**src/core/lss_defines.vh**
```
// Constants for the line sense status block: register indices, field positions,
// reset values and timing counts. Definitions only; included by every design file.
//
// Summary of operation
// - Sense field bits 7:3 shows voltage, current or monitor value per mode settings.
// - On-hook sense code is line voltage (monitor code when monitor enabled), 2.75 V steps, 00000 none, 11111 maximum.
// - Off-hook sense code is loop current (line voltage when mode bit set), 3 mA steps, 1 minimum, 30 maximum normal.
// - Off-hook current above overload limit saturates the sense code at 11111 when the mode bit is clear.
// - Overload limit is 140 mA, except 54 mA in European harmonised mode.
// - Bit 2 mirrors receive overload, reads one while excessive, clears by itself.
// - Bit 2 masked only by the off-hook settling counter; billing enable ignored.
// - Off-hook, supply collapse sets the dropout flag to one.
// - Dropout flag clears sixteen sample frames after the supply returns.
// - Dropout flag held at zero while on-hook.
// - Bit 0 reads one while overload protection circuit is active and protection is enabled by control bit 5.
`ifndef LSS_DEFINES_VH
`define LSS_DEFINES_VH

// Register indices; byte address is four times the index
`define LSS_IDX_SENSE_STATUS 8'h13
`define LSS_IDX_CONTROL      8'h20
`define LSS_IDX_IRQ_STATUS   8'h21
`define LSS_IDX_IRQ_MASK     8'h22

// Sense status fields
`define LSS_SENSE_CODE_MSB   7
`define LSS_SENSE_CODE_LSB   3
`define LSS_RX_OVERLOAD_BIT  2
`define LSS_DROPOUT_BIT      1
`define LSS_PROTECT_BIT      0
`define LSS_SENSE_RESET      8'h00

// Control fields
`define LSS_CTL_HOOK_BIT     0
`define LSS_CTL_MONITOR_BIT  1
`define LSS_CTL_MODE_BIT     2
`define LSS_CTL_EURO_BIT     3
`define LSS_CTL_BILL_BIT     4
`define LSS_CTL_PROT_EN_BIT  5
`define LSS_CTL_WIDTH        6
`define LSS_CTL_RESET        6'h00

// Interrupt fields (status and mask share the layout)
`define LSS_IRQ_RX_EXCESS_BIT  0
`define LSS_IRQ_DROPOUT_BIT    1
`define LSS_IRQ_PROTECT_BIT    2
`define LSS_IRQ_CUR_LIMIT_BIT  3
`define LSS_IRQ_WIDTH          4
`define LSS_IRQ_RESET          4'h0

// Sense codes
`define LSS_CODE_ZERO        5'h00
`define LSS_CODE_MAX_NORMAL  5'h1E
`define LSS_CODE_SATURATED   5'h1F

// Timing counts in sample frames
`define LSS_DROPOUT_FRAMES   16
`define LSS_SETTLE_FRAMES    8

`endif

```
**src/core/lss_sense_code.v**
```verilog
// Sense code selector: picks voltage, current or monitor code and saturates on
// overload. Expects quantizer codes and comparator levels synchronous to mclk_in.
`timescale 1ns/1ns
`include "lss_defines.vh"
module lss_sense_code (
  input  wire       mclk_in,          // System clock
  input  wire       reset_in,         // Synchronous reset, active high
  input  wire       off_hook_in,      // Hook state, 1 = off-hook
  input  wire       monitor_en_in,    // On-hook monitor enable
  input  wire       mode_in,          // Off-hook shows line voltage when set
  input  wire       euro_in,          // European harmonised mode
  input  wire [4:0] volt_code_in,     // Line voltage code, 2.75 V per step
  input  wire [4:0] monitor_code_in,  // On-hook monitor code
  input  wire [4:0] current_code_in,  // Loop current code, 3 mA per step
  input  wire       over_high_in,     // Current above 140 mA
  input  wire       over_low_in,      // Current above 54 mA
  output reg  [4:0] code_out,         // Selected sense code
  output reg        cur_limit_out     // Current overload level
);

  reg  [4:0] nxt_code;
  reg        nxt_limit;

  // *********************************************************
  // Code selection
  // *********************************************************
  // Off-hook current below the floor reports zero as quantized by the front end
  always @* begin
    nxt_limit = 1'b0;
    nxt_code  = `LSS_CODE_ZERO;
    if (!off_hook_in) begin
      if (monitor_en_in) begin
        nxt_code = monitor_code_in;
      end else begin
        nxt_code = volt_code_in;
      end
    end else if (mode_in) begin
      nxt_code = volt_code_in;
    end else begin
      nxt_limit = euro_in ? over_low_in : over_high_in;
      if (nxt_limit) begin
        nxt_code = `LSS_CODE_SATURATED;
      end else if (current_code_in > `LSS_CODE_MAX_NORMAL) begin
        nxt_code = `LSS_CODE_MAX_NORMAL;
      end else begin
        nxt_code = current_code_in;
      end
    end
  end

  // Registered so the status bits change once per clock
  always @(posedge mclk_in) begin
    if (reset_in) begin
      code_out      <= `LSS_CODE_ZERO;
      cur_limit_out <= 1'b0;
    end else begin
      code_out      <= nxt_code;
      cur_limit_out <= nxt_limit;
    end
  end

endmodule // lss_sense_code

```
**src/core/lss_dropout.v**
```verilog
// Supply dropout detector: sets on collapse while off-hook, releases after a
// number of sample frames of good supply. Frame strobe is one mclk_in cycle wide.
`timescale 1ns/1ns
`include "lss_defines.vh"
module lss_dropout #(
  parameter FRAMES = `LSS_DROPOUT_FRAMES   // Frames of good supply before release
) (
  input  wire mclk_in,       // System clock
  input  wire reset_in,      // Synchronous reset, active high
  input  wire off_hook_in,   // Hook state, 1 = off-hook
  input  wire supply_ok_in,  // Line-derived supply good
  input  wire frame_tick_in, // One pulse per sample frame
  output reg  dropout_out    // Dropout flag
);

  reg [4:0] count_ff;

  // *********************************************************
  // Dropout flag and release counter
  // *********************************************************
  // Counter restarts on every collapse so a bouncing supply keeps the flag up
  always @(posedge mclk_in) begin
    if (reset_in) begin
      dropout_out <= 1'b0;
      count_ff    <= 5'h00;
    end else if (!off_hook_in) begin
      dropout_out <= 1'b0;
      count_ff    <= 5'h00;
    end else if (!supply_ok_in) begin
      dropout_out <= 1'b1;
      count_ff    <= 5'h00;
    end else if (dropout_out && frame_tick_in) begin
      if (count_ff == FRAMES[4:0] - 5'h01) begin
        dropout_out <= 1'b0;
        count_ff    <= 5'h00;
      end else begin
        count_ff <= count_ff + 5'h01;
      end
    end
  end

endmodule // lss_dropout

```
**src/core/lss_top.v**
```verilog
// Line sense status block: read-only sense status register with control,
// interrupt status and mask registers behind an AHB-Lite slave.
// Assumes all analog-derived inputs are synchronous to mclk_in and that a
// single AHB-Lite master drives whole-word single transfers.
`timescale 1ns/1ns
`include "lss_defines.vh"
module lss_top #(
  parameter SETTLE_FRAMES  = `LSS_SETTLE_FRAMES,  // Frames of rx overload masking after off-hook
  parameter DROPOUT_FRAMES = `LSS_DROPOUT_FRAMES  // Frames of good supply before dropout release
) (
  input  wire        mclk_in,            // System clock, 10 MHz
  input  wire        reset_in,           // Synchronous reset, active high
  // AHB-Lite slave
  input  wire        hsel_in,            // Slave select
  input  wire [31:0] haddr_in,           // Byte address
  input  wire [1:0]  htrans_in,          // Transfer type
  input  wire        hwrite_in,          // Write when high
  input  wire [2:0]  hsize_in,           // Transfer size
  input  wire [31:0] hwdata_in,          // Write data
  input  wire        hready_in,          // Bus ready
  output reg  [31:0] hrdata_out,         // Read data
  output reg         hreadyout_out,      // Slave ready
  output reg         hresp_out,          // Response, always OKAY
  output reg         irq_out,            // Interrupt, level high
  // Line-side sensing
  input  wire [4:0]  volt_code_in,       // Line voltage quantizer
  input  wire [4:0]  monitor_code_in,    // On-hook monitor quantizer
  input  wire [4:0]  current_code_in,    // Loop current quantizer
  input  wire        over_high_in,       // Current above high limit
  input  wire        over_low_in,        // Current above low limit
  input  wire        rx_excess_in,       // Receive level excessive
  input  wire        supply_ok_in,       // Line-derived supply good
  input  wire        protect_circuit_in, // Protection circuit clamping
  input  wire        frame_tick_in,      // One pulse per sample frame
  output reg         off_hook_out,       // Hook control to line side
  output reg         rx_overload_latched_flag_out // Latched receive overload
);

  // *********************************************************
  // Declarations
  // *********************************************************
  reg  [`LSS_CTL_WIDTH-1:0] ctl_ff;
  reg  [`LSS_IRQ_WIDTH-1:0] irq_status_ff;
  reg  [`LSS_IRQ_WIDTH-1:0] irq_mask_ff;
  reg  [`LSS_IRQ_WIDTH-1:0] event_prev_ff;
  reg                       wr_pend_ff;
  reg  [7:0]                wr_idx_ff;
  reg  [4:0]                settle_cnt_ff;
  reg                       settle_active_ff;
  reg                       hook_prev_ff;
  reg                       rx_overload_live_flag_ff;
  reg                       overload_protect_active_flag_ff;
  reg                       rx_overload_latched_flag_ff;

  wire [4:0]                line_sense_code;
  wire                      cur_limit;
  wire                      supply_dropout_flag;
  wire [7:0]                line_sense_status;
  wire [`LSS_IRQ_WIDTH-1:0] event_level;
  wire [`LSS_IRQ_WIDTH-1:0] event_rise;
  wire                      addr_phase;
  wire [7:0]                acc_idx;
  wire                      word_ok;

  reg  [`LSS_CTL_WIDTH-1:0] nxt_ctl;
  reg  [`LSS_IRQ_WIDTH-1:0] nxt_irq_status;
  reg  [`LSS_IRQ_WIDTH-1:0] nxt_irq_mask;
  reg  [31:0]               nxt_hrdata;

  wire hook_state_select           = ctl_ff[`LSS_CTL_HOOK_BIT];
  wire on_hook_monitor_enable      = ctl_ff[`LSS_CTL_MONITOR_BIT];
  wire sense_mode                  = ctl_ff[`LSS_CTL_MODE_BIT];
  wire european_harmonised_mode    = ctl_ff[`LSS_CTL_EURO_BIT];
  wire overload_protect_enable     = ctl_ff[`LSS_CTL_PROT_EN_BIT];

  // *********************************************************
  // Sensing sub-blocks
  // *********************************************************
  lss_sense_code u_sense (
    .mclk_in         (mclk_in),
    .reset_in        (reset_in),
    .off_hook_in     (hook_state_select),
    .monitor_en_in   (on_hook_monitor_enable),
    .mode_in         (sense_mode),
    .euro_in         (european_harmonised_mode),
    .volt_code_in    (volt_code_in),
    .monitor_code_in (monitor_code_in),
    .current_code_in (current_code_in),
    .over_high_in    (over_high_in),
    .over_low_in     (over_low_in),
    .code_out        (line_sense_code),
    .cur_limit_out   (cur_limit)
  );

  lss_dropout #(
    .FRAMES (DROPOUT_FRAMES)
  ) u_dropout (
    .mclk_in       (mclk_in),
    .reset_in      (reset_in),
    .off_hook_in   (hook_state_select),
    .supply_ok_in  (supply_ok_in),
    .frame_tick_in (frame_tick_in),
    .dropout_out   (supply_dropout_flag)
  );

  // *********************************************************
  // Off-hook settling counter
  // *********************************************************
  // Starts on every on-to-off-hook transition and runs a number of frames;
  // going back on-hook stops it so a stale count never masks a later call
  always @(posedge mclk_in) begin
    if (reset_in) begin
      hook_prev_ff     <= 1'b0;
      settle_cnt_ff    <= 5'h00;
      settle_active_ff <= 1'b0;
    end else begin
      hook_prev_ff <= hook_state_select;
      if (!hook_state_select) begin
        settle_cnt_ff    <= 5'h00;
        settle_active_ff <= 1'b0;
      end else if (!hook_prev_ff) begin
        settle_cnt_ff    <= 5'h00;
        settle_active_ff <= 1'b1;
      end else if (settle_active_ff && frame_tick_in) begin
        if (settle_cnt_ff == SETTLE_FRAMES[4:0] - 5'h01) begin
          settle_active_ff <= 1'b0;
        end else begin
          settle_cnt_ff <= settle_cnt_ff + 5'h01;
        end
      end
    end
  end

  // *********************************************************
  // Receive overload and protection flags
  // *********************************************************
  // Live flag follows the input so it drops by itself; only the settling
  // counter masks it, the billing tone enable is deliberately not consulted
  always @(posedge mclk_in) begin
    if (reset_in) begin
      rx_overload_live_flag_ff        <= 1'b0;
      rx_overload_latched_flag_ff     <= 1'b0;
      overload_protect_active_flag_ff <= 1'b0;
    end else begin
      rx_overload_live_flag_ff <= rx_excess_in & ~settle_active_ff;
      // Latched copy holds until the overload interrupt bit is cleared
      if (rx_excess_in && !settle_active_ff) begin
        rx_overload_latched_flag_ff <= 1'b1;
      end else if (!irq_status_ff[`LSS_IRQ_RX_EXCESS_BIT]) begin
        rx_overload_latched_flag_ff <= 1'b0;
      end
      // Protection only clamps when software has enabled it
      overload_protect_active_flag_ff <= protect_circuit_in & overload_protect_enable;
    end
  end

  // Assemble the read-only status byte
  assign line_sense_status = {line_sense_code,
                              rx_overload_live_flag_ff,
                              supply_dropout_flag,
                              overload_protect_active_flag_ff};

  // *********************************************************
  // Interrupt events
  // *********************************************************
  assign event_level = {cur_limit,
                        overload_protect_active_flag_ff,
                        supply_dropout_flag,
                        rx_overload_live_flag_ff};

  // Rising edges only, so a standing condition does not refire after a clear
  assign event_rise = event_level & ~event_prev_ff;

  always @(posedge mclk_in) begin
    if (reset_in) begin
      event_prev_ff <= `LSS_IRQ_RESET;
    end else begin
      event_prev_ff <= event_level;
    end
  end

  // *********************************************************
  // AHB-Lite address phase
  // *********************************************************
  assign addr_phase = hsel_in & htrans_in[1] & hready_in;
  assign acc_idx    = haddr_in[9:2];
  // Only aligned whole words inside the first kilobyte are mapped
  assign word_ok    = (hsize_in == 3'h2) && (haddr_in[1:0] == 2'h0) && (haddr_in[31:10] == 22'h000000);

  // Read data is formed from the address and handed out in the data phase
  always @* begin
    nxt_hrdata = 32'h00000000;
    if (addr_phase && !hwrite_in && word_ok) begin
      if (acc_idx == `LSS_IDX_SENSE_STATUS) begin
        nxt_hrdata = {24'h000000, line_sense_status};
      end else if (acc_idx == `LSS_IDX_CONTROL) begin
        nxt_hrdata = {26'h0000000, ctl_ff};
      end else if (acc_idx == `LSS_IDX_IRQ_STATUS) begin
        nxt_hrdata = {28'h0000000, irq_status_ff};
      end else if (acc_idx == `LSS_IDX_IRQ_MASK) begin
        nxt_hrdata = {28'h0000000, irq_mask_ff};
      end else begin
        nxt_hrdata = 32'h00000000;
      end
    end
  end

  // Bus handshake registers; the slave never inserts wait states
  always @(posedge mclk_in) begin
    if (reset_in) begin
      hrdata_out    <= 32'h00000000;
      hreadyout_out <= 1'b1;
      hresp_out     <= 1'b0;
      wr_pend_ff    <= 1'b0;
      wr_idx_ff     <= 8'h00;
    end else begin
      hrdata_out    <= nxt_hrdata;
      hreadyout_out <= 1'b1;
      hresp_out     <= 1'b0;
      wr_pend_ff    <= addr_phase & hwrite_in & word_ok;
      wr_idx_ff     <= acc_idx;
    end
  end

  // *********************************************************
  // AHB-Lite data phase writes
  // *********************************************************
  // Status register has no write path at all, and reading changes nothing
  always @* begin
    nxt_ctl        = ctl_ff;
    nxt_irq_mask   = irq_mask_ff;
    nxt_irq_status = irq_status_ff;
    if (wr_pend_ff) begin
      if (wr_idx_ff == `LSS_IDX_CONTROL) begin
        nxt_ctl = hwdata_in[`LSS_CTL_WIDTH-1:0];
      end else if (wr_idx_ff == `LSS_IDX_IRQ_MASK) begin
        nxt_irq_mask = hwdata_in[`LSS_IRQ_WIDTH-1:0];
      end else if (wr_idx_ff == `LSS_IDX_IRQ_STATUS) begin
        nxt_irq_status = irq_status_ff & ~hwdata_in[`LSS_IRQ_WIDTH-1:0];
      end
    end
    // A new event in the clearing cycle survives the clear
    nxt_irq_status = nxt_irq_status | event_rise;
  end

  always @(posedge mclk_in) begin
    if (reset_in) begin
      ctl_ff        <= `LSS_CTL_RESET;
      irq_mask_ff   <= `LSS_IRQ_RESET;
      irq_status_ff <= `LSS_IRQ_RESET;
    end else begin
      ctl_ff        <= nxt_ctl;
      irq_mask_ff   <= nxt_irq_mask;
      irq_status_ff <= nxt_irq_status;
    end
  end

  // *********************************************************
  // Outputs
  // *********************************************************
  // Interrupt lags status by one cycle so that it comes from a flip-flop
  always @(posedge mclk_in) begin
    if (reset_in) begin
      irq_out                      <= 1'b0;
      off_hook_out                 <= 1'b0;
      rx_overload_latched_flag_out <= 1'b0;
    end else begin
      irq_out                      <= |(irq_status_ff & irq_mask_ff);
      off_hook_out                 <= hook_state_select;
      rx_overload_latched_flag_out <= rx_overload_latched_flag_ff;
    end
  end

endmodule // lss_top

```
**config.mk**
```make
export PLATFORM = sky130hd
export DESIGN_NAME = lss_top
export DESIGN_NICKNAME = d
export VERILOG_FILES = /design/src/core/lss_sense_code.v /design/src/core/lss_dropout.v /design/src/core/lss_top.v
export VERILOG_INCLUDE_DIRS = /design/src /design/src/core
export SDC_FILE = /design/constraint.sdc
export NUM_CORES = 1
export LEC_CHECK = 0
export BUFFER_PORTS_ARGS = -buffer_cell sky130_fd_sc_hd__buf_2
export CAP_MARGIN = 20
export CORE_UTILIZATION = 49
export DETAILED_ROUTE_END_ITERATION = 6
export PLACE_DENSITY = 0.94
export SLEW_MARGIN = 20
export SYNTH_ARGS = -nofsm -noshare
export SYNTH_HDL_FRONTEND = slang
export SYNTH_SLANG_ARGS = --single-unit
```
**constraint.sdc**
```tcl
create_clock -name mclk_in -period 2.35 [get_ports mclk_in]
set_input_delay 0.235 -clock mclk_in [delete_from_list [all_inputs] [get_ports mclk_in]]
set_output_delay 0.235 -clock mclk_in [all_outputs]
set_load 0.05 [all_outputs]
```
# Word level (Yosys, flattened, before mapping)
# Cells that the tools add are included.
# totals
ff_bits	83
latch_bits	0
ramBits	0
rom_bits	0
output_inout_bits	37
wordCells	103
memories	0
# op_classes
addsub	2
multipliers	0
div_mod_pow	0
magnitude_cmp	1
n_eq_ne	15
shift	0
muxes	23
bitwise	19
n_reduce_logical	23
# op_table
cell	count
$eq A8 B6 Y1 const B	6
$mux W5	6
$mux W4	6
$logic_not A22 Y1	1
$and A4 B4 Y4	3
$add A5 B1 Y5 const B	2
$ne A2 B1 Y1 const B	5
$mux W1	9
$reduce_or A3 Y1	3
$eq A8 B5 Y1 const B	1
$mux W8	1
$not A4 Y4	2
$reduce_and A2 Y1	4
$logic_and A1 B1 Y1	7
$not A1 Y1	7
$and A1 B1 Y1	6
$mux W6	1
$eq A5 B3 Y1 const B	1
$eq A5 B4 Y1 const B	1
$gt A5 B5 Y1 const B	1
$reduce_or A5 Y1	1
$or A4 B4 Y4	1
$reduce_or A2 Y1	2
$reduce_or A4 Y1	1
other kinds (4)	5

# Longest topological paths before layout
# Gate-level depths: netlist (run 1).
# logic_depth
word_depth	7
ltp_mapped	6

# Hierarchy
# From an unflattened synthesis (run 1), not the netlist that was laid out.
# hier_totals
hier_cells	281
area_unflattened_um2	2665.1
# modules_own_cells
mod	instances	cells_per_inst	area_per_inst_um2
lss_top	1	217	2088.3
lss_sense_code	1	33	309.0
lss_dropout	1	31	267.8

# Least setup slack after synthesis (run 1)
# Ideal clock, no wire load.
# synth_timing
path_type	input to register
startpoint	input haddr_in[5]
endpoint	register hrdata_out[0]
arrival_time_ps	1539
required_time_ps	2232
setup_slack_ps	693
stages	4
path_buffers	0
cell_sequence	or4_4 -> or4b_4 -> o22ai_1 -> nor3_1
# synth_between
elab_chain_len	5
# synth_lines
element	line	source
start: declaration	lss_top.v:15	input wire [31:0] haddr_in,
$eq A8 B6 Y1 (no source line)	n/a	
$mux W4	lss_top.v:200	end else if (acc_idx == `LSS_IDX_IRQ_MASK) begin
$mux W4	lss_top.v:198	end else if (acc_idx == `LSS_IDX_IRQ_STATUS) begin
$mux W6	lss_top.v:196	end else if (acc_idx == `LSS_IDX_CONTROL) begin
$mux W8 (*)	lss_top.v:194	if (acc_idx == `LSS_IDX_SENSE_STATUS) begin
end signal: assignment	lss_top.v:217	hrdata_out <= nxt_hrdata;
end: declaration	lss_top.v:21	output reg [31:0] hrdata_out,
# Every way passes the cells marked *; elsewhere a longest branch is shown, timed or not.
# A chain may end at the register's enable or synchronous reset.

# Worst setup path in the final report (run 1)
# layout_timing
startpoint	register wr_idx_ff[7]
endpoint	register ctl_ff[3]
# layout_between
elab_chain_len	2
# layout_lines
element	line	source
start: declaration	lss_top.v:47	reg [7:0] wr_idx_ff;
start signal: assignment	lss_top.v:221	wr_idx_ff <= acc_idx;
$eq A8 B6 Y1 (no source line)	n/a	
$reduce_and A2 Y1 (no source line)	n/a	
end signal: assignment	lss_top.v:248	ctl_ff <= `LSS_CTL_RESET;
end signal: assignment	lss_top.v:252	ctl_ff <= nxt_ctl;
end: declaration	lss_top.v:42	reg [`LSS_CTL_WIDTH-1:0] ctl_ff;
# No other way between the ends.

==> results.json, run 1 <==
{
  "relSlewSlack": 0.670,
  "drive_gt1_frac": 0.277,
  "critPathArrivalTime_ns": 2.00,
  "finalCriticalPeriod_ns": 1.79,
  "crit_chain": "nor4_1, nor4bb_1, buf_4, mux2i_1, nor2_1",
  "grtUsageMet3": 0.0648,
  "gp_congestion": 0.801,
  "start_util": 0.513,
  "hold_class": "input pin to flip-flop",
  "drt_iter0_markers": 77,
  "crit_required_ns": 2.56,
  "post_cts_buffers": 0,
  "die_h_microns": 75.3,
  "max-cap-violations": 0,
  "drt-wirelength-per-cell_microns": 13.0,
  "powerDensity_nw_per_um2": 731,
  "async_flop_share": 0,
  "crit_slowest_cell": "nor4_1",
  "holdWs_ns": 0.123,
  "power.total_mw": 2.35,
  "r2r-start": "wr_idx_ff[7]$_SDFF_PP0_",
  "antenna_found_initial": 0,
  "final_common_cell": "buf_2",
  "wl_mm": 5.75,
  "max_freq_ghz": 0.558,
  "worst-path-max-fanout": 7,
  "start_kind": "flip-flop",
  "clockRootBuffer": "clkbuf_8",
  "fin_util": 0.625,
  "clock_sinks": 59,
  "yosys_warnings": 0,
  "first_pass_iters": 4,
  "dieArea_sq_um": 5670,
  "status": "complete, no violations",
  "nNetsFinal": 465,
  "num_rows": 26,
  "multi_input_area_sq_um": 1250,
  "grt_start_max_net_pins": 37,
  "final_antenna_net_count": 0,
  "worstHoldStart": "supply_ok_in",
  "p_leak_nw": 1.36,
  "dp_hpwl_mm": 4.24,
  "area_growth_pct": 21.8,
  "ir_worst_vdd_v": 0.000391,
  "htree_levels": 3,
  "grt_use_met1": 0.230,
  "overflow": 0,
  "busiest_layer": "met2",
  "synth_area_sq_um": 2640,
  "path_class": "flip-flop to flip-flop",
  "synth.avg_cell_area_sq_um": 9.12,
  "hold_viol": 0,
  "slowest_delay_ns": 0.47,
  "crit_family": "simple AND/OR/NAND/NOR gates",
  "synth-edff-count": 0,
  "routed_via_density": 5.22,
  "rsz0062_at_grt": "false",
  "finalSetupViolations": 0,
  "critPathLaunch": "wr_idx_ff[7]$_SDFF_PP0_",
  "fin_tns_setup_ns": 0,
  "numCtsBuffers": 9,
  "clock_path_buffers": 2,
  "synth_seq_area_share": 0.448,
  "fillCellCount": 430,
  "cts_hold_buf": 0,
  "layout_common_cells": "78 x buf_2, 59 x dfxtp_1, 26 x conb_1",
  "ctsResizeCount": 0,
  "yosys.cell_types.count": 47,
  "stdcell_area_sq_um": 3210,
  "register_area_sq_um": 1180,
  "vias": 2308,
  "io_pins": 132,
  "path_buf_inv": 1,
  "fin_crit_sh": 0.763,
  "synth_seq_cells": 59,
  "antenna_cells": 0,
  "grt_util_met2": 0.385,
  "endpoint_kind": "flip-flop",
  "die_w_microns": 75.3,
  "fin_worst_skew_ns": 0.00666,
  "grt_pass1_vias": 2100,
  "grt_use_total": 0.212,
  "netlist_instances": 289,
  "io_buffers": 78,
  "synth_ff_type": "dfxtp_1",
  "cts.clk_slew.worst_paths_ns": 0.06,
  "insertion_delay_ns": 0.33,
  "cts_tree": "built",
  "slew_viol_final": 0,
  "drc_errors": 0,
  "tightest_slew_ns": 0.491,
  "placed_area_sq_um": 2970,
  "grt_pass1_wl_mm": 8.95,
  "core_sq_um": 5140
}
==> per-layer routing <==
layer  wire length [microns]  part of all wire  up-vias
met2                    2930              0.51       96
met4                      78             0.014        0
met5                       0                 0        -
li1                        -                 -     1127
met3                     437             0.076       10
met1                    2310              0.40     1075
==> power breakdown <==
group | internal (mW) | switching, mW
combinational | 0.0676 | 0.151
clock | 0.729 | 0.374
sequential | 1.02 | 0.00650
==> cells by family (layout without fill, tap and decap cells) <==
logic type               Yosys count  in the layout  synth area share
XOR/XNOR                           3              3           0.00997
AO/OA/AOI/OAI                     55             55             0.128
AND/OR/NAND/NOR                  109            109             0.248
flip-flops                        59             59             0.448
other                              2             26           0.00285
adder cells (fa/ha/maj)            2              2           0.00950
buffers and inverters             48            107             0.111
multiplexers                      11             11            0.0423
==> cell usage after synthesis, types with 5 or more instances <==
master    instances  area [sq um]
o21ai_0          10          50.1
nor2b_1          16           100
a31oi_1           5          31.3
clkbuf_1          5          18.8
nor3_1            9          45.0
dfxtp_1          59          1180
nand2_1          12          45.0
nor2_1           22          82.6
nand2b_1         10          62.6
buf_4            27           203
o21ai_1           6          30.0
mux2i_1          10           100
nor4_1            7          43.8
a21oi_1          12          60.1
inv_1            11          41.3
a211oi_1         10          75.1
==> stage by stage <==
step                std cells  setup slack (ns)
CTS                       442             0.545
global placement          427             0.510
global route              442             0.339
floorplan                 313             0.693
finish                    442             0.557
detailed placement        427             0.465
==> path summary, 6_finish.rpt <==
| check | end | slack [ns] | cells past startpoint |
|---|---|---|---|
| setup / recovery | ctl_ff[3]$_SDFFE_PP0P_ | 0.56 | 5 |
| hold / removal | u_dropout.dropout_out$_SDFFE_PP0P_ | 0.12 | 2 |
| setup reg to reg | ctl_ff[3]$_SDFFE_PP0P_ | 0.56 | 5 |
| hold reg to reg | hrdata_out[6]$_SDFF_PP0_ | 0.41 | 2 |
==> area by class of cell <==
| class | count | area share |
|---|---|---|
| Multi-Input combinational cell | 206 | 0.390 |
| Inverter | 12 | 0.0140 |
| Tap cell | 70 | 0.0273 |
| Clock buffer | 11 | 0.0440 |
| Sequential cell | 59 | 0.368 |
| Clock inverter | 4 | 0.0308 |
| Timing Repair Buffer | 80 | 0.126 |
==> flip-flops by register name, indices dropped and copies added, names as in the netlist, 4 cells and up <==
register,cells
hrdata_out,8
wr_idx_ff,8
ctl_ff,6
settle_cnt_ff,5
u_dropout.count_ff,5
u_sense.code_out,5
event_prev_ff,4
irq_mask_ff,4
irq_status_ff,4
==> worst register-to-register path: cells and delay by family (launching register included) <==
kind | cells | cell delay [ns]
buffers and inverters | 1 | 0.23
flip-flops | 1 | 0.30
multiplexers | 1 | 0.24
AND/OR/NAND/NOR | 3 | 0.89
(Power assumes the default switching activity.)
==> inputs of run 2 (changes only) <==
--- a/config.mk
+++ b/config.mk
@@ -6,11 +6,12 @@
 export SDC_FILE = /design/constraint.sdc
 export NUM_CORES = 1
 export LEC_CHECK = 0
+export ABC_AREA = 1
 export BUFFER_PORTS_ARGS = -buffer_cell sky130_fd_sc_hd__buf_2
 export CAP_MARGIN = 20
-export CORE_UTILIZATION = 49
+export CORE_UTILIZATION = 47
 export DETAILED_ROUTE_END_ITERATION = 6
-export PLACE_DENSITY = 0.94
+export PLACE_DENSITY = 0.9
 export SLEW_MARGIN = 20
 export SYNTH_ARGS = -nofsm -noshare
 export SYNTH_HDL_FRONTEND = slang
==> constraint.sdc (replaced) <==
create_clock -name mclk_in -period 1.75 [get_ports mclk_in]
set_input_delay 0.175 -clock mclk_in [delete_from_list [all_inputs] [get_ports mclk_in]]
set_output_delay 0.175 -clock mclk_in [all_outputs]
set_load 0.05 [all_outputs]
==> results.json, run 2 <==
{
  "clock_path_buffers": 2,
  "start_util": 0.501,
  "synth_most_common_cell": "nor2_1",
  "crit_required_ns": 1.98,
  "grt_use_total": 0.211,
  "rrSetupSlack_ns": 0.39,
  "vias": 2698,
  "top_regs": "hrdata_out x8, wr_idx_ff x8, ctl_ff x6",
  "cts.clk_slew.worst_paths_ns": 0.06,
  "relSlewSlack": 0.640,
  "layout_common_cells": "79 x nor2_1, 78 x buf_2, 69 x nand2_1",
  "cts_tree": "built",
  "dp_hpwl_mm": 4.90,
  "worstHoldStart": "haddr_in[9]",
  "netlist_instances": 397,
  "p_int_mw": 2.25,
  "final_common_cell": "nor2_1",
  "pwr-share-seq": 0.457,
  "path_class": "flip-flop to flip-flop",
  "dieArea_sq_um": 6330,
  "fin_worst_skew_ns": 0.00688,
  "clock_power_share": 0.438,
  "area_growth_pct": 19.6,
  "clockRootBuffer": "clkbuf_8",
  "io_pins": 132,
  "r2r-start": "settle_cnt_ff[0]$_SDFFE_PP0P_",
  "nNetsFinal": 576,
  "worst-path-max-fanout": 6,
  "dr_wl_met2_mm": 3.29,
  "critPathArrivalTime_ns": 1.60,
  "synth.avg_cell_area_sq_um": 7.12,
  "fin_crit_sh": 0.779,
  "insertion_delay_ns": 0.34,
  "endpoint_kind": "flip-flop",
  "fillCellCount": 521,
  "critPathLaunch": "settle_cnt_ff[0]$_SDFFE_PP0P_",
  "routed_via_density": 4.85,
  "rsz0062_at_grt": "false",
  "r2r_end": "settle_cnt_ff[4]$_SDFFE_PP0P_",
  "htree_levels": 3,
  "yosys_warnings": 0,
  "p_leak_nw": 1.57,
  "overflow": 0,
  "yosys.cell_types.count": 32,
  "clock_sinks": 59,
  "finalCriticalPeriod_ns": 1.36,
  "synth_seq_area_share": 0.418,
  "slew_viol_final": 0,
  "fin_tns_setup_ns": 0,
  "antenna_found_initial": 0,
  "p_sw_frac": 0.253,
  "synthTopCellsByCount": "79 x nor2_1, 69 x nand2_1, 59 x dfxtp_1",
  "cts_hold_buf": 0,
  "netSwitchingPower_mw": 0.761,
  "endpoint": "settle_cnt_ff[4]$_SDFFE_PP0P_",
  "finalSetupViolations": 0,
  "num_rows": 27,
  "netlist.area_leader.share": 0.418,
  "antenna_cells": 0,
  "rr_worst_depth": 9,
  "synth-edff-count": 0,
  "final_antenna_net_count": 0,
  "status": "complete, no violations",
  "wl_met1_mm": 2.50,
  "first_pass_iters": 5,
  "comb_power_share": 0.105,
  "start_kind": "flip-flop",
  "route.top_layer_used": "met4",
  "grt_start_max_net_pins": 29,
  "die_w_microns": 79.6,
  "holdWs_ns": 0.0566,
  "synth_ff_type": "dfxtp_1",
  "grt_pass1_vias": 2456,
  "post_cts_buffers": 0,
  "wl_mm": 6.45,
  "synthTopCellsByArea": "dfxtp_1 42%, nor2_1 10%, nand2_1 9.2%",
  "ir_worst_vdd_v": 0.000798,
  "gp_congestion": 0.881,
  "tightest_slew_ns": 0.535,
  "drive_gt1_frac": 0.231,
  "synth.largest_area_cell": "dfxtp_1",
  "dr_wl_met3_microns": 539,
  "powerDensity_nw_per_um2": 889,
  "synth_seq_cells": 59,
  "hold_class": "input pin to flip-flop",
  "synth_area_sq_um": 2830,
  "io_buffers": 78,
  "power.total_mw": 3.01,
  "async_flop_share": 0,
  "grt_pass1_wl_mm": 10.3,
  "max_freq_ghz": 0.734,
  "drt-wirelength-per-cell_microns": 11.6,
  "drc_errors": 0,
  "max-cap-violations": 0,
  "ctsResizeCount": 0,
  "core_sq_um": 5640,
  "hold_viol": 0,
  "drt_iter0_markers": 177,
  "die_h_microns": 79.6,
  "numCtsBuffers": 9
}
run 2: worst min path at each step:
stage               cells after the start                                 end
floorplan                               1  u_dropout.dropout_out$_SDFFE_PP0P_
global placement                        2  u_dropout.dropout_out$_SDFFE_PP0P_
detailed placement                      2  u_dropout.dropout_out$_SDFFE_PP0P_
CTS                                     2  u_dropout.dropout_out$_SDFFE_PP0P_
global route                            2  u_dropout.dropout_out$_SDFFE_PP0P_
finish                                  3             wr_idx_ff[7]$_SDFF_PP0_
run 2: power groups by stage:
| stage | sequential (mW) | combinational, mW | clock (mW) |
|---|---|---|---|
| floorplan | 1.41 | 0.251 | 0 |
| global placement | 1.41 | 0.305 | 0 |
| detailed placement | 1.41 | 0.311 | 0 |
| CTS | 1.38 | 0.313 | 1.33 |
| global route | 1.38 | 0.340 | 1.39 |
| finish | 1.38 | 0.315 | 1.32 |
run 2: metrics by stage:
stage	instances	cell area (sq um)	setup WS (ns)	util
2_1_floorplan	421	2920	0.515	-
3_3_place_gp	540	3170	0.462	0.562
3_5_place_dp	540	3170	0.392	0.562
4_1_cts	556	3380	0.376	0.599
5_1_grt	556	3380	0.229	0.599
6_report	556	3380	0.387	0.599
run 2: logic make-up (layout without fill, tap and decap cells):
group	Yosys count	count (layout)	synth area share
AO/OA/AOI/OAI	45	45	0.0850
XOR/XNOR	1	1	0.00310
adder cells (fa/ha/maj)	2	2	0.00885
buffers and inverters	82	145	0.147
flip-flops	59	59	0.418
other	2	26	0.00266
AND/OR/NAND/NOR	206	206	0.335
run 2: critical path: stages, from the launching register on:
cell and delay (ns):
dfxtp_1 0.33, ha_1 0.22, nand2_1 0.11, inv_1 0.07, a21oi_2 0.15, inv_2 0.08
nor2_2 0.12, nand3_1 0.08, nand2_1 0.06, nor2_1 0.04
run 2: area by class of cell:
cell class	instances	area [sq um]	area share
clock buffers	11	131	0.0388
inverters	51	191	0.0566
flip-flops and latches	59	1180	0.349
multi-input cells	280	1320	0.390
repair buffers	78	390	0.115
well taps	72	90.1	0.0266
clock inverters	5	77.6	0.0229
run 2: per-layer routing:
metal,global-route usage,vias to the layer above
met2,0.380,133
met3,0.0537,11
met4,0.0964,0
met1,0.228,1178
met5,0,-
li1,-,1376
